[src/rtl/prwdt_pkg.sv]
// Constants and types for the port-read watchdog timer
//----------------------------------------------------------------------
// Notes on behaviour
//----------------------------------------------------------------------
// Notes on behaviour
// - A host I/O read of the arm/kick port arms the timer and starts counting.
// - A host I/O read of the disarm port disarms the timer and stops counting.
// - A read of the arm/kick port while armed counts as a refresh.
// - Every refresh restarts the period; the host must refresh before it elapses.
// - Reaching the period unrefreshed raises system reset or NMI, per action jumper.
// - Action jumper: reset (default), NMI, or off meaning no action ever.
// - Period jumper selects 1, 2, 10, 20, 110 or 220 seconds; default 1 s.
// - After power-on the timer is disarmed and produces no action.
// - Control uses exactly two I/O ports, by read cycles; read data is undefined.
package prwdt_pkg;

	localparam logic [15:0] PRWDT_DISARM_PORT_ADDR = 16'h0045;
	localparam logic [15:0] PRWDT_ARM_KICK_PORT_ADDR = 16'h0443;
	localparam int unsigned PRWDT_ADDR_W = 16;

	// Action jumper codes
	localparam logic [1:0] PRWDT_ACT_RESET = 2'h0;
	localparam logic [1:0] PRWDT_ACT_NMI = 2'h1;
	localparam logic [1:0] PRWDT_ACT_OFF = 2'h2;

	// Period jumper codes, bit0=5-6 bit1=7-8 bit2=9-10, 1 = open
	localparam logic [2:0] PRWDT_JP_1S = 3'h0;
	localparam logic [2:0] PRWDT_JP_2S = 3'h1;
	localparam logic [2:0] PRWDT_JP_10S = 3'h2;
	localparam logic [2:0] PRWDT_JP_20S = 3'h3;
	localparam logic [2:0] PRWDT_JP_110S = 3'h4;
	localparam logic [2:0] PRWDT_JP_220S = 3'h5;

	localparam int unsigned PRWDT_CLK_HZ = 10000000;
	localparam int unsigned PRWDT_TICK_CYCLES = PRWDT_CLK_HZ;
	localparam logic [7:0] PRWDT_SEC_1 = 8'h01;
	localparam logic [7:0] PRWDT_SEC_2 = 8'h02;
	localparam logic [7:0] PRWDT_SEC_10 = 8'h0A;
	localparam logic [7:0] PRWDT_SEC_20 = 8'h14;
	localparam logic [7:0] PRWDT_SEC_110 = 8'h6E;
	localparam logic [7:0] PRWDT_SEC_220 = 8'hDC;

	localparam logic [7:0] PRWDT_READ_DATA = 8'hFF;

	typedef enum logic [1:0] {
		PRWDT_ST_IDLE  = 2'b01,
		PRWDT_ST_ARMED = 2'b10
	} prwdt_state_t;

endpackage : prwdt_pkg

[src/rtl/prwdt_if.sv]
// Interface carrying decoded port commands between decoder and timer
interface prwdt_if;
	logic arm_kick;
	logic disarm;
	modport dec (output arm_kick, output disarm);
	modport tmr (input arm_kick, input disarm);
endinterface : prwdt_if

[src/rtl/prwdt_top.sv]
// Port-read watchdog timer top level
module prwdt_top
	import prwdt_pkg::*;
#(
	parameter int unsigned TICK_CYCLES = PRWDT_TICK_CYCLES // Cycles per second
)(
	input  wire logic                    sys_clk_i,                   // System clock 10 MHz
	input  wire logic                    reset_n_i,                   // Sync reset, active low
	input  wire logic [PRWDT_ADDR_W-1:0] io_addr_i,                   // I/O address
	input  wire logic                    io_rd_i,                     // I/O read strobe
	input  wire logic                    io_wr_i,                     // I/O write strobe
	output logic      [7:0]              io_rdata_o,                  // Read data, undefined use
	input  wire logic [1:0]              timeout_action_jumper_i,     // Action select
	input  wire logic [2:0]              timeout_period_jumper_i,     // Period select
	output logic                         sys_reset_o,                 // Timeout reset pulse
	output logic                         nmi_o,                       // Timeout NMI pulse
	output logic                         armed_o                      // Timer armed
);

	//------------------------------------------------------------------
	// Elaboration checks
	//------------------------------------------------------------------
	if (TICK_CYCLES < 1 || TICK_CYCLES > 32'h00FFFFFF) begin : g_bad_tick
		$error("TICK_CYCLES out of range");
	end

	//------------------------------------------------------------------
	// Period lookup
	//------------------------------------------------------------------
	function automatic logic [7:0] prwdt_period_sec(input logic [2:0] code);
		case (code)
			PRWDT_JP_1S:   prwdt_period_sec = PRWDT_SEC_1;
			PRWDT_JP_2S:   prwdt_period_sec = PRWDT_SEC_2;
			PRWDT_JP_10S:  prwdt_period_sec = PRWDT_SEC_10;
			PRWDT_JP_20S:  prwdt_period_sec = PRWDT_SEC_20;
			PRWDT_JP_110S: prwdt_period_sec = PRWDT_SEC_110;
			PRWDT_JP_220S: prwdt_period_sec = PRWDT_SEC_220;
			// Undocumented codes fall back to the shortest, safest period
			default:       prwdt_period_sec = PRWDT_SEC_1;
		endcase
	endfunction : prwdt_period_sec

	//------------------------------------------------------------------
	// Port decode
	//------------------------------------------------------------------
	prwdt_if cmd_if ();

	prwdt_decode u_decode (
		.sys_clk_i (sys_clk_i),
		.reset_n_i (reset_n_i),
		.io_addr_i (io_addr_i),
		.io_rd_i   (io_rd_i),
		.io_wr_i   (io_wr_i),
		.cmd       (cmd_if.dec)
	);

	//------------------------------------------------------------------
	// Timer state
	//------------------------------------------------------------------
	localparam logic [23:0] TICK_LAST = 24'(TICK_CYCLES - 1);

	prwdt_state_t state;
	prwdt_state_t next_state;
	logic [23:0]  tick_cnt;
	logic [23:0]  next_tick_cnt;
	logic [7:0]   sec_cnt;
	logic [7:0]   next_sec_cnt;
	logic         sys_reset;
	logic         next_sys_reset;
	logic         nmi;
	logic         next_nmi;
	logic         expired;

	always_comb begin
		next_state     = state;
		next_tick_cnt  = tick_cnt;
		next_sec_cnt   = sec_cnt;
		next_sys_reset = 1'b0;
		next_nmi       = 1'b0;
		expired        = 1'b0;
		case (state)
			PRWDT_ST_IDLE: begin
				if (cmd_if.arm_kick && !cmd_if.disarm) begin
					next_state    = PRWDT_ST_ARMED;
					next_tick_cnt = 24'h000000;
					next_sec_cnt  = 8'h00;
				end
			end
			PRWDT_ST_ARMED: begin
				if (cmd_if.disarm) begin
					next_state = PRWDT_ST_IDLE;
				end else if (cmd_if.arm_kick) begin
					next_tick_cnt = 24'h000000;
					next_sec_cnt  = 8'h00;
				end else if (tick_cnt == TICK_LAST) begin
					next_tick_cnt = 24'h000000;
					next_sec_cnt  = sec_cnt + 8'h01;
					// Jumper read live, so a change takes effect at the next second
					if ((sec_cnt + 8'h01) >= prwdt_period_sec(timeout_period_jumper_i)) begin
						expired      = 1'b1;
						next_state   = PRWDT_ST_IDLE; // One action per timeout, then rearm needed
						next_sec_cnt = 8'h00;
					end
				end else begin
					next_tick_cnt = tick_cnt + 24'h000001;
				end
			end
			default: begin
				next_state = PRWDT_ST_IDLE;
			end
		endcase
		if (expired) begin
			next_sys_reset = (timeout_action_jumper_i == PRWDT_ACT_RESET);
			next_nmi       = (timeout_action_jumper_i == PRWDT_ACT_NMI);
		end
	end

	always_ff @(posedge sys_clk_i) begin
		if (!reset_n_i) begin
			state     <= PRWDT_ST_IDLE;
			tick_cnt  <= 24'h000000;
			sec_cnt   <= 8'h00;
			sys_reset <= 1'b0;
			nmi       <= 1'b0;
		end else begin
			state     <= next_state;
			tick_cnt  <= next_tick_cnt;
			sec_cnt   <= next_sec_cnt;
			sys_reset <= next_sys_reset;
			nmi       <= next_nmi;
		end
	end

	assign sys_reset_o = sys_reset;
	assign nmi_o       = nmi;
	assign armed_o     = (state == PRWDT_ST_ARMED);
	assign io_rdata_o  = PRWDT_READ_DATA;

endmodule : prwdt_top

[src/rtl/prwdt_decode.sv]
// I/O port decoder for the watchdog control ports
module prwdt_decode
	import prwdt_pkg::*;
(
	input  wire logic                    sys_clk_i,   // System clock
	input  wire logic                    reset_n_i,   // Sync reset, active low
	input  wire logic [PRWDT_ADDR_W-1:0] io_addr_i,   // I/O address
	input  wire logic                    io_rd_i,     // I/O read strobe, one cycle
	input  wire logic                    io_wr_i,     // I/O write strobe, one cycle
	prwdt_if.dec                         cmd          // Decoded commands
);
	logic arm_kick;
	logic disarm;
	logic next_arm_kick;
	logic next_disarm;

	// Writes never qualify, so they cannot arm, kick or disarm
	always_comb begin
		next_arm_kick = io_rd_i && !io_wr_i && (io_addr_i == PRWDT_ARM_KICK_PORT_ADDR);
		next_disarm   = io_rd_i && !io_wr_i && (io_addr_i == PRWDT_DISARM_PORT_ADDR);
	end

	always_ff @(posedge sys_clk_i) begin
		if (!reset_n_i) begin
			arm_kick <= 1'b0;
			disarm   <= 1'b0;
		end else begin
			arm_kick <= next_arm_kick;
			disarm   <= next_disarm;
		end
	end

	assign cmd.arm_kick = arm_kick;
	assign cmd.disarm   = disarm;

endmodule : prwdt_decode

[config.mk]
export PLATFORM = sky130hd
export DESIGN_NAME = prwdt_top
export DESIGN_NICKNAME = d
export VERILOG_FILES = /design/src/rtl/prwdt_pkg.sv /design/src/rtl/prwdt_if.sv /design/src/rtl/prwdt_top.sv /design/src/rtl/prwdt_decode.sv
export SDC_FILE = /design/constraint.sdc
export NUM_CORES = 1
export LEC_CHECK = 0
export BUFFER_PORTS_ARGS = -buffer_cell sky130_fd_sc_hd__buf_2
export CAP_MARGIN = 20
export CORE_MARGIN = 2
export CORE_UTILIZATION = 50
export CTS_BUF_LIST = sky130_fd_sc_hd__clkbuf_4 sky130_fd_sc_hd__clkbuf_8
export DETAILED_ROUTE_END_ITERATION = 7
export PLACE_DENSITY = 0.74
export SYNTH_ARGS = -nofsm -noshare
export SYNTH_HDL_FRONTEND = slang
export SYNTH_HIERARCHICAL = 1
export SYNTH_SLANG_ARGS = --single-unit
[constraint.sdc]
create_clock -name sys_clk_i -period 5.2 [get_ports sys_clk_i]
set_input_delay 1.56 -clock sys_clk_i [delete_from_list [all_inputs] [get_ports sys_clk_i]]
set_output_delay 1.56 -clock sys_clk_i [all_outputs]
set_load 0.02 [all_outputs]
==> flow_summary_export.csv <==
group,metric,value,unit
sta,tns,0,ns
flow_run,max_cap_viol_count,0,
cells_and_area,drive_gt1_share,16.8,%
placed_design,hpwl,3090,um
worst_hold_path,min_to,"state[0]",
placed_design,io_buffers,27,
sta,hold_viol,0,
worst_hold_path,hold_depth,1,
critical_path,crit_required,5.39,ns
sta,rsz0062_at_grt,"false",
routing,routed_wl,4110,um
yosys,async_flop_share,0,%
sta,timing.final.crit_share,72.9,%
worst_hold_path,hold_path.startpoint,"state[0]",
routing,firstDrtPassIters,4,
global_route,grt_usage,18.4,%
cts,clk_pin_slew,0.07,ns
floorplan,core,4290,um2
power,p_leak,0.969,nW
sta,maxSlewHeadroom,56.6,%
global_route,grt_max_degree,23,
critical_path,critPathArrivalTime,3.98,ns
power,power.share.clock,38.8,%
cells_and_area,fin_area,2430,um2
critical_path,reg2reg_to,"sec_cnt[0]",
global_route,grt_pass1_wl,7410,um
floorplan,die_height,70.1,um
cells_and_area,fillers,407,
yosys,syn_area,2190,um2
placed_design,place_ws,1.08,ns
sta,hold_ws,0.510,ns
floorplan,start_util,50.9,%
power,pwr-share-seq,53.9,%
power,power,0.000539,W
sta,slew_violations,0,
cts,cts_resized,0,
critical_path,critical_path.startpoint_type,"input pin",
cells_and_area,diodes,0,
cells_and_area,finalNetCount,319,
sta,finalSetupViolations,0,
critical_path,rrSetupSlack,2.35,ns
critical_path,path_max_fanout,7,
routing,wl_per_cell,12.2,um
yosys,synth_seq_cells,38,
power,intPower,0.000419,W
power,ir_drop,172,uV
sta,fin_skew,0.00506,ns
cts,cts_sinks,38,
cts,clock_latency,0.29,ns
floorplan,num_rows,24,
routing,via_per_inst,5.58,
routing,drc,0,
placed_design,dpl_cell_area,2340,um2
sta,finalWorstSetupSlack,1.41,ns
yosys,ys_seq_area_share,34.8,%
routing,via_count,1879,
critical_path,critPathKind,"input pin to flop",
global_route,antenna_found_initial,0,
cts,clock_path_buffers,2,
power,swShare,22.3,%
global_route,overflow,0,
power,power_density,222,nW/um2
critical_path,cp-end-kind,"flop",
cts,htreeDepth,2,
sta,min_period,3.79,ns
cts,cts_setup_buffers,0,
placed_design,routabilityCongestion,0.821,
yosys,avgSynthCellArea,8.61,um2
yosys,ys.flop_type,"dfxtp_1",
yosys,synth_edf_count,0,
cts,tritoncts,"done",
yosys,synthCells,254,
cts,root_buffer,"clkbuf_8",
yosys,yosysWarnings,6,
routing,dr.first_iter.drc_count,90,
critical_path,r2r_cells,10,
run_status,status,"finished, final reports clean",
yosys,synth_cell_types,50,
sta,worst_pin_slew,0.651,ns
cts,cts_made_buffers,5,
floorplan,fp.dieArea,4920,um2
floorplan,ios,36,
critical_path,r2r-start,"sec_cnt[0]",
cells_and_area,syn2layout_area_growth,11.3,%
critical_path,startpoint,"timeout_period_jumper_i[1]",
cts,cts_hold_buf,0,
floorplan,die_x,70.1,um
worst_hold_path,hp-class,"flop to flop",
power,p_switching,0.000120,W
sta,fmax,0.264,GHz
routing,postRouteAntennaNets,0,
global_route,grt_pass1_vias,1723,
power,pwr-share-comb,7.2,%
## cell type report
cell class                      count  area (um2)  area share, %
Clock inverter                      1        5.00          0.206
Inverter                            5        18.8          0.771
Tap cell                           52        65.1           2.67
Timing Repair Buffer               29         150           6.17
Clock buffer                        7        90.1           3.70
Multi-Input combinational cell    205        1340           55.2
Sequential cell                    38         761           31.3
## flip-flops by register name, summed over array words and instances, names as in the netlist
register / cells
nmi_o: 1
sys_reset_o: 1
u_decode/cmd.disarm: 1
state: 2
tick_cnt: 24
u_decode/cmd.arm_kick: 1
sec_cnt: 8
## synthesized netlist by cell type, drive strengths merged, types with 4 or more instances
cell	n	area, um2
o21ai	5	25.0
xnor2	5	43.8
nor4	5	37.5
nand4	14	87.6
and3	5	36.3
a21oi	7	35.0
nor2	35	131
buf	11	81.3
inv	5	18.8
nand2b	5	31.3
nor4b	4	53.8
ha	10	125
nand3	16	85.1
dfxtp	38	761
xor2	19	166
nand2	19	71.3
nor2b	5	31.3
nor3	6	35.0
a22o	5	43.8
## cells in the final DEF (no fill, tap or decap), drive strengths merged, types with 2 or more instances in the layout
master   Yosys  routed
nand3b       2       2
nand2       19      19
a21oi        7       7
or3          2       2
nor2        35      35
clkbuf       2       7
and3         5       5
a21o         3       3
a32oi        3       3
nor4         5       5
nor3         6       6
xor2        19      19
xnor2        5       5
o21ai        5       5
nor4b        4       4
nand2b       5       5
inv          5       5
nand4       14      14
nor2b        5       5
a22o         5       5
buf         11      29
or3b         2       2
a211oi       2       2
dfxtp       38      38
nand3       16      16
and3b        2       2
ha          10      10
a2111oi      2       2
conb         1       8
## how the worst max path moves through the flow
stage | slack, ns | to | cells past startpoint
finish | 1.41 | state[1] | 11
global placement | 1.16 | state[1] | 11
CTS | 1.40 | state[1] | 11
floorplan | 1.45 | state[1] | 10
detailed placement | 1.08 | state[1] | 11
global route | 1.16 | sec_cnt[0] | 11
## worst max-delay path, stage by stage
cell	delay (ns)
buf_2	0.13
inv_1	0.07
ha_1	0.35
nor4_1	0.26
nor2_1	0.09
ha_1	0.30
o211ai_1	0.09
a41oi_1	0.16
o211a_1	0.30
or3b_1	0.39
a32o_1	0.27
## metal layers
metal,track usage [%],share of wire (%),wire (um)
met1,23.6,48,1950
met2,29.7,46,1880
met3,4.76,5.1,210
met4,7.05,1.4,58
met5,0,0,0
## cells by family (layout without fill, tap and decap cells)
family	Yosys count	after routing	share of synthesized area (%)
and+or+nand+nor	128	128	32.9
DFF	38	38	34.8
AOI/OAI and AO/OA	33	33	10.9
xor gates and xnor gates	24	24	9.62
buffers and inverters	18	42	4.92
adders and majority gates	10	10	5.72
muxes	2	2	0.973
other	1	8	0.172
## stage by stage
| step | utilization, % | cells |
|---|---|---|
| floorplan | - | 261 |
| global placement | 54.5 | 329 |
| detailed placement | 54.5 | 329 |
| CTS | 56.7 | 337 |
| global route | 56.7 | 337 |
| finish | 56.7 | 337 |
## power groups by stage
stage | Sequential [W] | Clock [W] | Combinational [W]
2_1_floorplan | 0.000298 | 0 | 0.0000279
3_3_place_gp | 0.000298 | 0 | 0.0000381
3_5_place_dp | 0.000298 | 0 | 0.0000390
4_1_cts | 0.000291 | 0.000216 | 0.0000391
5_1_grt | 0.000291 | 0.000226 | 0.0000443
6_report | 0.000291 | 0.000209 | 0.0000391
No activity file was read; power rests on OpenSTA's default activity.
